==> src/shared/pcg_pkg.sv <==
package pcg_pkg;
    // ------------------------------------------------------------
    // register map (byte addresses)
    // ------------------------------------------------------------
    localparam logic [3:0]  ADDR_CTRL     = 4'h0;
    localparam logic [3:0]  ADDR_MULT     = 4'h4;
    localparam logic [3:0]  ADDR_RANGE    = 4'h8;
    localparam logic [3:0]  ADDR_STATUS   = 4'hc;
    // ------------------------------------------------------------
    // control register fields
    // ------------------------------------------------------------
    localparam int          CTRL_PLL_ON   = 0;
    localparam int          CTRL_SRC_SEL  = 1;
    localparam int          CTRL_FILT     = 2;
    localparam int          CTRL_AUTO     = 3;
    localparam int          CTRL_IRQ_EN   = 4;
    localparam int          CTRL_FLAG     = 7;
    // ------------------------------------------------------------
    // status register fields
    // ------------------------------------------------------------
    localparam int          STAT_LOCK     = 0;
    localparam int          STAT_TRACK    = 1;
    localparam int          STAT_SRC_ACT  = 2;
    localparam int          STAT_FLAG     = 3;
    // ------------------------------------------------------------
    // widths and reset values
    // ------------------------------------------------------------
    localparam int          MULT_W        = 12;
    localparam int          LIN_W         = 8;
    localparam logic [11:0] MULT_RST      = 12'h001;
    localparam logic [7:0]  LIN_RST       = 8'h01;
    localparam logic [1:0]  EXP_RST       = 2'h0;
    localparam logic [31:0] NOM_CENTRE_HZ = 32'h0001_16e8; // 71400 Hz
    // ------------------------------------------------------------
    // lock detector counts in reference periods
    // ------------------------------------------------------------
    localparam logic [3:0]  ACQ_MATCH     = 4'h4;
    localparam logic [3:0]  LOCK_MATCH    = 4'h8;
    localparam logic [1:0]  TRACK_DIV     = 2'h3;          // slow filter: 1 in 4 cycles
    localparam logic [1:0]  AXI_OKAY      = 2'h0;
    localparam logic [1:0]  AXI_SLVERR    = 2'h2;

    typedef struct packed {
        logic       irq_en;
        logic       auto_mode;
        logic       filt_track;
        logic       src_pll;
        logic       pll_on;
    } pcg_ctrl_t;

    typedef enum logic [2:0] {
        PD_IDLE = 3'b001,
        PD_UP   = 3'b010,
        PD_DN   = 3'b100
    } pcg_pd_t;
endpackage : pcg_pkg

==> src/logic/pcg_top.sv <==
`timescale 1ns/10ps
`default_nettype none
module pcg_top
    import pcg_pkg::*;
(
    // clock and reset
    input  wire logic        aclk,
    input  wire logic        aresetn,
    // axi4-lite slave
    input  wire logic [3:0]  awaddr,
    input  wire logic        awvalid,
    output var  logic        awready,
    input  wire logic [31:0] wdata,
    input  wire logic [3:0]  wstrb,
    input  wire logic        wvalid,
    output var  logic        wready,
    output var  logic [1:0]  bresp,
    output var  logic        bvalid,
    input  wire logic        bready,
    input  wire logic [3:0]  araddr,
    input  wire logic        arvalid,
    output var  logic        arready,
    output var  logic [31:0] rdata,
    output var  logic [1:0]  rresp,
    output var  logic        rvalid,
    input  wire logic        rready,
    // system controls
    input  wire logic        system_osc_enable,
    input  wire logic        osc_in_stop_bit,
    input  wire logic        break_clear_enable,
    input  wire logic        debug_break,
    input  wire logic        stop_mode,
    // analog side clocks
    input  wire logic        pll_reference_clock,
    input  wire logic        vco_output_clock,
    // outputs
    output var  logic        osc_enable,
    output var  logic        vco_enable,
    output var  logic        crystal_clock_out,
    output var  logic        generator_output_clock,
    output var  logic        generator_interrupt,
    output var  logic        loop_filter_cap_pin_up,
    output var  logic        loop_filter_cap_pin_dn,
    output var  logic        filter_fast
);
    // ------------------------------------------------------------
    // input synchronisers and edge detect
    // ------------------------------------------------------------
    logic [2:0] ref_sq, vco_sq, stp_sq;
    always_ff @(posedge aclk) begin
        if (!aresetn) begin
            ref_sq <= 3'h0;
            vco_sq <= 3'h0;
            stp_sq <= 3'h0;
        end else begin
            ref_sq <= {ref_sq[1:0], pll_reference_clock};
            vco_sq <= {vco_sq[1:0], vco_output_clock};
            stp_sq <= {stp_sq[1:0], stop_mode};
        end
    end
    logic ref_lvl, vco_lvl, ref_rise, vco_rise, stopped;
    assign ref_lvl  = ref_sq[1];
    assign vco_lvl  = vco_sq[1];
    assign ref_rise = ref_sq[1] & ~ref_sq[2];   // rising reference clock edge
    assign vco_rise = vco_sq[1] & ~vco_sq[2];
    assign stopped  = stp_sq[1];

    // ------------------------------------------------------------
    // register state and axi slave
    // ------------------------------------------------------------
    pcg_ctrl_t          ctrl_q, ctrl_d;
    logic [MULT_W-1:0]  mult_q, mult_d;
    logic [LIN_W-1:0]   lin_q, lin_d;
    logic [1:0]         exp_q, exp_d;
    logic               flag_q, flag_d;
    logic               awready_q, awready_d, wready_q, wready_d, bvalid_q, bvalid_d;
    logic               arready_q, arready_d, rvalid_q, rvalid_d;
    logic [1:0]         bresp_q, bresp_d, rresp_q, rresp_d;
    logic [31:0]        rdata_q, rdata_d, centre_hz;
    logic               lock_q, track_q, src_act_q, lock_chg;
    logic               wr_go, rd_go, can_clr;

    // centre-of-range frequency in hertz
    assign centre_hz = (NOM_CENTRE_HZ * {24'h0, lin_q}) << exp_q;
    assign wr_go     = awready_q & wready_q;
    assign rd_go     = arready_q;
    assign can_clr   = ~debug_break | break_clear_enable;

    always_comb begin
        ctrl_d    = ctrl_q;
        mult_d    = mult_q;
        lin_d     = lin_q;
        exp_d     = exp_q;
        flag_d    = flag_q;
        awready_d = awvalid & wvalid & ~awready_q & ~bvalid_q;
        wready_d  = awvalid & wvalid & ~wready_q & ~bvalid_q;
        bvalid_d  = bvalid_q & ~bready;
        bresp_d   = bresp_q;
        arready_d = arvalid & ~arready_q & ~rvalid_q;
        rvalid_d  = rvalid_q & ~rready;
        rresp_d   = rresp_q;
        rdata_d   = rdata_q;
        if (wr_go) begin
            bvalid_d = 1'b1;
            bresp_d  = AXI_OKAY;
            case (awaddr)
                ADDR_CTRL: begin
                    if (wstrb[0]) begin
                        ctrl_d.pll_on     = wdata[CTRL_PLL_ON];
                        ctrl_d.src_pll    = wdata[CTRL_SRC_SEL];
                        ctrl_d.filt_track = wdata[CTRL_FILT];
                        ctrl_d.auto_mode  = wdata[CTRL_AUTO];
                        ctrl_d.irq_en     = wdata[CTRL_IRQ_EN];
                        if (wdata[CTRL_FLAG] && can_clr) begin
                            flag_d = 1'b0;
                        end
                    end
                end
                ADDR_MULT: begin
                    if (wstrb[0]) mult_d[7:0] = wdata[7:0];
                    if (wstrb[1]) mult_d[11:8] = wdata[11:8];
                end
                ADDR_RANGE: begin
                    if (wstrb[0]) lin_d = wdata[7:0];
                    if (wstrb[1]) exp_d = wdata[9:8];
                end
                ADDR_STATUS: ;
                default: bresp_d = AXI_SLVERR;
            endcase
        end
        // set wins over a clear in the same cycle
        if (lock_chg && ctrl_q.auto_mode) begin
            flag_d = 1'b1;
        end
        if (rd_go) begin
            rvalid_d = 1'b1;
            rresp_d  = AXI_OKAY;
            case (araddr)
                ADDR_CTRL:   rdata_d = {24'h0, flag_q, 2'h0, ctrl_q.irq_en, ctrl_q.auto_mode,
                                        ctrl_q.filt_track, ctrl_q.src_pll, ctrl_q.pll_on};
                ADDR_MULT:   rdata_d = {20'h0, mult_q};
                ADDR_RANGE:  rdata_d = {22'h0, exp_q, lin_q};
                // upper bits carry the centre frequency, which fits in 28 bits
                ADDR_STATUS: rdata_d = {centre_hz[27:0], flag_q, src_act_q, track_q,
                                        lock_q & ctrl_q.auto_mode};
                default: begin
                    rdata_d = 32'h0;
                    rresp_d = AXI_SLVERR;
                end
            endcase
        end
    end

    always_ff @(posedge aclk) begin
        if (!aresetn) begin
            ctrl_q    <= '0;
            mult_q    <= MULT_RST;
            lin_q     <= LIN_RST;
            exp_q     <= EXP_RST;
            flag_q    <= 1'b0;
            awready_q <= 1'b0;
            wready_q  <= 1'b0;
            bvalid_q  <= 1'b0;
            bresp_q   <= AXI_OKAY;
            arready_q <= 1'b0;
            rvalid_q  <= 1'b0;
            rresp_q   <= AXI_OKAY;
            rdata_q   <= 32'h0;
        end else begin
            ctrl_q    <= ctrl_d;
            mult_q    <= mult_d;
            lin_q     <= lin_d;
            exp_q     <= exp_d;
            flag_q    <= flag_d;
            awready_q <= awready_d;
            wready_q  <= wready_d;
            bvalid_q  <= bvalid_d;
            bresp_q   <= bresp_d;
            arready_q <= arready_d;
            rvalid_q  <= rvalid_d;
            rresp_q   <= rresp_d;
            rdata_q   <= rdata_d;
        end
    end

    // ------------------------------------------------------------
    // loop datapath: divider, phase detector, filter, lock detector
    // ------------------------------------------------------------
    logic              osc_run, pll_run, fb_rise;
    logic [MULT_W-1:0] div_q, div_d;
    pcg_pd_t           pd_q, pd_d;
    logic [1:0]        slow_q, slow_d, bus_q, bus_d;
    logic [MULT_W:0]   fbcnt_q, fbcnt_d;
    logic [3:0]        match_q, match_d;
    logic              lock_d, track_d, up_d, dn_d, fast_d, busclk_q, busclk_d;

    assign osc_run  = (system_osc_enable | osc_in_stop_bit) &
                      ~(stopped & ~osc_in_stop_bit);
    assign pll_run  = ctrl_q.pll_on & ~stopped & osc_run;
    assign fb_rise  = pll_run & vco_rise & (div_q == mult_q - 12'h1);
    assign lock_chg = lock_d ^ lock_q;

    always_comb begin
        div_d    = div_q;
        pd_d     = pd_q;
        slow_d   = slow_q + 2'h1;
        bus_d    = bus_q;
        busclk_d = busclk_q;
        fbcnt_d  = fbcnt_q;
        match_d  = match_q;
        // modulo divider counts oscillator edges up to N
        if (!pll_run) begin
            div_d = '0;
        end else if (vco_rise) begin
            div_d = fb_rise ? '0 : div_q + 12'h1;
        end
        // bus clock toggles every second oscillator edge: divide by four
        if (!pll_run) begin
            bus_d    = 2'h0;
            busclk_d = 1'b0;
        end else if (vco_rise) begin
            bus_d = bus_q + 2'h1;
            if (bus_q[0]) busclk_d = ~busclk_q;
        end
        // phase detector: earlier edge opens a pulse, later edge closes it
        case (pd_q)
            PD_IDLE: begin
                if (pll_run && ref_rise && !fb_rise) pd_d = PD_UP;
                else if (pll_run && fb_rise && !ref_rise) pd_d = PD_DN;
            end
            PD_UP:   if (fb_rise || !pll_run) pd_d = PD_IDLE;
            PD_DN:   if (ref_rise || !pll_run) pd_d = PD_IDLE;
            default: pd_d = PD_IDLE;
        endcase
        // lock detector: one feedback edge per reference period means match
        if (!pll_run) begin
            fbcnt_d = '0;
            match_d = 4'h0;
        end else if (ref_rise) begin
            fbcnt_d = {12'h0, fb_rise};
            if (fbcnt_q == 13'h1) begin
                if (match_q != LOCK_MATCH) match_d = match_q + 4'h1;
            end else begin
                match_d = 4'h0;
            end
        end else if (fb_rise) begin
            fbcnt_d = fbcnt_q + 13'h1;
        end
        lock_d  = (match_q == LOCK_MATCH);
        track_d = ctrl_q.auto_mode ? (match_q >= ACQ_MATCH) : ctrl_q.filt_track;
        fast_d  = pll_run & ~track_d;
        // tracking only passes one correction cycle in four
        up_d    = (pd_q == PD_UP) & (fast_d | (slow_q == TRACK_DIV));
        dn_d    = (pd_q == PD_DN) & (fast_d | (slow_q == TRACK_DIV));
    end

    // ------------------------------------------------------------
    // glitch-free source select and output registers
    // ------------------------------------------------------------
    logic xtal_q, gen_q, irq_q, up_q, dn_q, fast_q, oen_q, ven_q, sel_ok;
    assign sel_ok = ~ref_lvl & ~busclk_q;   // both sources low: safe to swap

    always_ff @(posedge aclk) begin
        if (!aresetn) begin
            div_q     <= '0;
            pd_q      <= PD_IDLE;
            slow_q    <= 2'h0;
            bus_q     <= 2'h0;
            busclk_q  <= 1'b0;
            fbcnt_q   <= '0;
            match_q   <= 4'h0;
            lock_q    <= 1'b0;
            track_q   <= 1'b0;
            src_act_q <= 1'b0;
            xtal_q    <= 1'b0;
            gen_q     <= 1'b0;
            irq_q     <= 1'b0;
            up_q      <= 1'b0;
            dn_q      <= 1'b0;
            fast_q    <= 1'b0;
            oen_q     <= 1'b0;
            ven_q     <= 1'b0;
        end else begin
            div_q     <= div_d;
            pd_q      <= pd_d;
            slow_q    <= slow_d;
            bus_q     <= bus_d;
            busclk_q  <= busclk_d;
            fbcnt_q   <= fbcnt_d;
            match_q   <= match_d;
            lock_q    <= lock_d;
            track_q   <= track_d;
            if (sel_ok) src_act_q <= ctrl_q.src_pll & pll_run;
            xtal_q    <= osc_run & ref_lvl;
            gen_q     <= osc_run & (src_act_q ? busclk_q : ref_lvl);
            irq_q     <= osc_run & flag_q & ctrl_q.irq_en & ctrl_q.auto_mode;
            up_q      <= up_d;
            dn_q      <= dn_d;
            fast_q    <= fast_d;
            oen_q     <= osc_run;
            ven_q     <= pll_run;
        end
    end

    assign awready                = awready_q;
    assign wready                 = wready_q;
    assign bvalid                 = bvalid_q;
    assign bresp                  = bresp_q;
    assign arready                = arready_q;
    assign rvalid                 = rvalid_q;
    assign rresp                  = rresp_q;
    assign rdata                  = rdata_q;
    assign osc_enable             = oen_q;
    assign vco_enable             = ven_q;
    assign crystal_clock_out      = xtal_q;
    assign generator_output_clock = gen_q;
    assign generator_interrupt    = irq_q;
    assign loop_filter_cap_pin_up = up_q;
    assign loop_filter_cap_pin_dn = dn_q;
    assign filter_fast            = fast_q;
endmodule : pcg_top
`default_nettype wire

==> config.mk <==
export PLATFORM = sky130hd
export DESIGN_NAME = pcg_top
export DESIGN_NICKNAME = d
export VERILOG_FILES = /design/src/shared/pcg_pkg.sv /design/src/logic/pcg_top.sv
export SDC_FILE = /design/constraint.sdc
export NUM_CORES = 1
export LEC_CHECK = 0
export BUFFER_PORTS_ARGS = -buffer_cell sky130_fd_sc_hd__buf_2
export CAP_MARGIN = 20
export CORE_ASPECT_RATIO = 0.5
export CORE_MARGIN = 5
export CORE_UTILIZATION = 35
export DETAILED_ROUTE_END_ITERATION = 10
export GPL_TIMING_DRIVEN = 0
export PLACE_DENSITY = 0.59
export SETUP_SLACK_MARGIN = 0.4
export SYNTH_ARGS = -nofsm -noshare
export SYNTH_HDL_FRONTEND = slang
export SYNTH_SLANG_ARGS = --single-unit
==> constraint.sdc <==
create_clock -name aclk -period 5.6 [get_ports aclk]
set_input_delay 1.12 -clock aclk [delete_from_list [all_inputs] [get_ports aclk]]
set_output_delay 1.12 -clock aclk [all_outputs]
set_load 0.05 [all_outputs]
=== Word-level counts from Yosys, hierarchy flattened ===
Index checks and enable logic that the tools add are counted.

* Bits of input ports: 58
* Bits in registers: 125

* Multipliers: 1
* Equal/unequal tests: 18
* $lt $le $gt $ge: 1
* Bitwise gates (word level): 51
* $add $sub $neg: 6
* Mux-type cells: 22
* Shifts and indexed selects: 1
* Reduce and logical (&&, ||, !) cells: 31

{| class="wikitable"
|+ Operators by type and width
! operator !! count
|-
| 32-bit case mux with 4 select lines || 1
|-
| 1-bit AND || 29
|-
| 25-bit by 2-bit left shift with 28-bit output || 1
|-
| 14-bit by 8-bit multiplier with 22-bit output (first input constant) || 1
|-
| 4-bit == test (second input constant) || 5
|-
| 1-bit NOT || 18
|-
| 3-bit AND reduction || 6
|-
| 13-bit by 1-bit adder with 13-bit output (second input constant) || 1
|-
| 13-bit by 1-bit == test with 1-bit output (second input constant) || 1
|-
| 12-bit by 1-bit adder with 12-bit output (second input constant) || 1
|-
| 12-bit == test || 1
|-
| 12-bit 2-to-1 mux || 1
|-
| 3-bit 2-to-1 mux || 4
|-
| 12-bit by 1-bit subtractor with 12-bit output (second input constant) || 1
|-
| 1-bit 2-to-1 mux || 11
|-
| 2-bit nonzero test || 5
|-
| 3-bit case mux with 3 select lines || 1
|-
| 4-bit by 3-bit == test with 1-bit output (second input constant) || 2
|-
| 4-bit zero test || 2
|-
| 4-bit 2-to-1 mux || 2
|-
| 4-bit OR reduction || 2
|-
| 1-bit logical AND || 6
|-
| 2-bit AND reduction || 3
|-
| 2-bit by 1-bit adder with 2-bit output (second input constant) || 2
|-
| other kinds (17) || 24
|}

=== Logic depth before layout (Yosys ltp) ===
* Depth in word-level cells: 12
* Depth in mapped cells: 17
* Gate-level depth less buffers: 16

=== Least setup slack after synthesis ===
Ideal clock, no wire load.

* Kind: register -> register
* From: reg lin_q[5]
* To: reg rdata_q[27] (netlist: rdata[27])
* Clock period less this slack: 4.509 ns
* Setup slack: 1.091 ns
* Arrival: 4.389 ns
* Cell stages (with the launch flop): 17
* Setup time: 0.120 ns
* Cell sequence: dfxtp_1 fa_1 inv_1 fa_1 inv_1 fa_1 inv_1 fa_1 inv_1 ha_1 a21oi_1 o211ai_1 a211oi_2 a21oi_1 or3_1 and3_1 o31a_1

* Cells in the longest elaborated chain, start to end: 3

{| class="wikitable"
|+ RTL lines
! element !! line !! source
|-
| from (decl) || pcg_top.sv:73 || <nowiki>logic [LIN_W-1:0] lin_q, lin_d;</nowiki>
|-
| from (signal assigned) || pcg_top.sv:172 || <nowiki>lin_q <= lin_d;</nowiki>
|-
| 14-bit by 8-bit multiplier with 22-bit output || pcg_top.sv:84 || <nowiki>assign centre_hz = (NOM_CENTRE_HZ * {24'h0, lin_q}) << exp_q;</nowiki>
|-
| 25-bit by 2-bit left shift with 28-bit output || pcg_top.sv:84 ||
|-
| 32-bit case mux with 4 select lines || pcg_top.sv:138 || <nowiki>case (araddr)</nowiki>
|-
| to (signal assigned) || pcg_top.sv:182 || <nowiki>rdata_q <= rdata_d;</nowiki>
|-
| to (decl) || pcg_top.sv:79 || <nowiki>logic [31:0] rdata_q, rdata_d, centre_hz;</nowiki>
|}

No other way between the ends.
A chain may end at the register's enable or synchronous reset.

=== Worst setup path in the final report ===
* From: reg lin_q[6]
* To: reg rdata_q[27] (netlist: rdata[27])

Same word-level chain as after synthesis.

==> flow_metrics.tcl <==
set metrics [dict create \
    status "complete, no violations" \
    cts_buffers 17 \
    design_area_mm2 0.00912 \
    firstDrtPassIters 5 \
    synth_compound_area_share_pct 13.4 \
    synthAdderAreaFrac_pct 16.1 \
    finalHoldViolations 0 \
    netlist.area_leader.share_pct 31.5 \
    maxCapViolCount 0 \
    finalPower_mw 2.08 \
    fin_cells 1298 \
    r2r-start "lin_q[6]" \
    wl_per_cell_um 16.8 \
    cp.required_ns 5.90 \
    rows 38 \
    p_leak_nw 4.17 \
    power_switching_uw 544 \
    crit_family "adder cells" \
    cts_sinks 122 \
    finClkSkew_ns 0.00909 \
    cts_buffer_depth 2 \
    fin_hold_ws_ns 0.426 \
    finalCriticalPeriod_ns 4.88 \
    muxShareOfSynthArea_pct 8.79 \
    internal_power_mw 1.53 \
    p_clk_share_pct 53.3 \
    cp-end-kind "flop" \
    r2r-end "rdata[27]" \
    worst_slew_pin_slew_ns 0.936 \
    fin_nets 1126 \
    syn_inst 884 \
    drc 0 \
    worst_skew_pair.late_latency_ns 0.42 \
    clockRootBuffer "clkbuf_16" \
    start_util_pct 35.7 \
    place_area_mm2 0.00853 \
    core_mm2 0.0217 \
    yosysMostFrequentCell "dfxtp_1" \
    antenna_found_initial 0 \
    clk_pin_slew_ns 0.07 \
    pre_cts_ws_ns 0.616 \
    tns_ns 0 \
    synth_top_cell_by_area "dfxtp_1" \
    io_buffer_count 80 \
    htree_num_levels 4 \
    io_pins 107 \
    synthXorXnorAreaFrac_pct 4.64 \
    grt_pass1_wl_um 34900 \
    cp_slowest_cell "fa_1" \
    comb_power_share_pct 4.4 \
    crit_chain "fa_1 > inv_1 > fa_1 > inv_1 > fa_1 > inv_1 > fa_1 > inv_1 > ha_1 > a21oi_1 > o211ai_1 > a211oi_2 > a21oi_1 > or3_1 > and3_1 > o31a_1" \
    dpl.hpwl_um 16900 \
    synth-warning-count 0 \
    die_w_um 220 \
    vias_per_cell 5.14 \
    first_global_vias 6560 \
    fin_util_pct 42.0 \
    netlist_area_mm2 0.00775 \
    area_growth_pct 17.8 \
    routed_wirelength_um 21800 \
    async_flop_share_pct 0 \
    seqPwrFrac_pct 42.3 \
    drtIter0Drc 497 \
    maxSlewHeadroom_pct 37.4 \
    rrSetupSlack_ns 0.72 \
    layout-drive-gt1-share_pct 14.8 \
    finalCritPeriodShare_pct 87.1 \
    synth_top_family_by_area "simple AND/OR/NAND/NOR gates" \
    antenna_left 0 \
    grtUsageTotal_pct 17.5 \
    ir_worst_vdd_uv 167 \
    ff2ff_path_depth 16 \
    setup_slack_ns 0.725 \
    grt_max_degree 17 \
    crit_path_end "rdata[27]" \
    rsz0062_at_grt "false" \
    cts_tree "built" \
    synthFlopType "dfxtp_1" \
    arrival_ns 5.18 \
    ys_top_cells_by_count "dfxtp_1 (122), nor2_1 (111), inv_1 (68), nand2_1 (56), ha_1 (55)" \
    diodes 0 \
    ys_seq_area_share_pct 31.5 \
    synth_area_per_cell_um2 8.76 \
    critPathBufInv 4 \
    swShare_pct 26.2 \
    cpPeakStageDelay_ns 0.54 \
    critPathLaunchType "flop" \
    dp_cells 1265 \
    yosys.area_share.simple_pct 19.9 \
    die_area_mm2 0.0254 \
    die_h_um 115 \
    fmax_ghz 0.205 \
    finalSetupViolCount 0 \
    holdPathStages 1 \
    worstSetupPathType "flop to flop" \
    grt_overflow 0 \
    min_path_type "flop to flop" \
    synth_edf_count 0 \
    gp_congestion 0.861 \
    synth_seq_cells 122 \
    powerDensity_mw_per_mm2 228 \
    netlist_top_cells_area "dfxtp_1 (32%), ha_1 (8.9%), fa_1 (7.2%)" \
    synth.distinct_cells 76 \
    path_max_fanout 8 \
    vias 6674 \
    cp-startpoint "lin_q[6]" \
    maxSlewViolCount 0 \
    cp_num_cells 16 \
]
-- power groups by stage --
stage	clock, mW	combinational, mW	sequential (mW)
4_1_cts	1.12	0.0918	0.879
2_1_floorplan	0	0.0401	0.910
3_5_place_dp	0	0.0915	0.898
3_3_place_gp	0	0.0903	0.898
6_report	1.11	0.0913	0.879
5_1_grt	1.16	0.0993	0.879
-- cell families after synthesis --
| group | Yosys count |
|---|---|
| mux | 61 |
| buf+inv | 107 |
| flops | 122 |
| fa+ha+maj | 83 |
| simple gates | 313 |
| xor+xnor | 41 |
| other cells | 1 |
| compound gates | 156 |
-- layer usage --
metal | vias up | GRT usage, % | wire (µm)
met3 | 30 | 3.74 | 1080
li1 | 3290 | - | -
met1 | 3206 | 22.0 | 9720
met5 | - | 0 | 0
met2 | 148 | 30.3 | 10500
met4 | 0 | 5.94 | 491
-- flip-flops by register name, indices dropped and copies added (netlist names), 2 cells and up --
register	flops
match_q	4
pd_q	3
div_q	12
lin_q	8
ref_sq	3
mult_q	12
rdata	32
ctrl_q	5
slow_q	2
stp_sq	2
fbcnt_q	13
vco_sq	3
exp_q	2
-- layout make-up --
class | count | area [µm²]
clock buffers | 17 | 425
flip-flops and latches | 122 | 2450
fillers | 2191 | 12600
clock inverters | 15 | 155
well taps | 300 | 375
inverters | 69 | 259
multi-input cells | 656 | 4880
repair buffers | 81 | 408
plain buffers | 38 | 170
-- worst min-delay path by stage --
stage	startpoint	endpoint	slack, ns
global placement	slow_q[0]	slow_q[0]	0.41
detailed placement	slow_q[0]	slow_q[0]	0.42
CTS	slow_q[0]	slow_q[0]	0.43
global route	ref_sq[0]	ref_sq[1]	0.44
finish	slow_q[0]	slow_q[0]	0.43
floorplan	slow_q[0]	slow_q[0]	0.40
-- layout by cell type (no fill, tap or decap), types with 9 or more instances in the layout --
cell type and instances:
dfxtp_1 116, nor2_1 111, buf_2 83, inv_1 68, nand2_1 56, ha_1 55
mux2i_1 50, a21oi_1 42, o21ai_0 31, fa_1 28, nand3_1 27, clkbuf_1 24
xnor2_1 22, and2_1 21, xor2_1 19, clkbuf_16 17, nand4_1 14, and3_1 13
nor3_1 13, nor2b_1 11, nand2b_1 11, a22oi_1 11, or3_1 9
-- what timing repair did --
item                                    CTS  global route
gates resized for setup                   0             7
hold buffers                              0             0
setup buffers                             0             1
endpoints found under the setup margin    0             5
(Power assumes the default switching activity.)
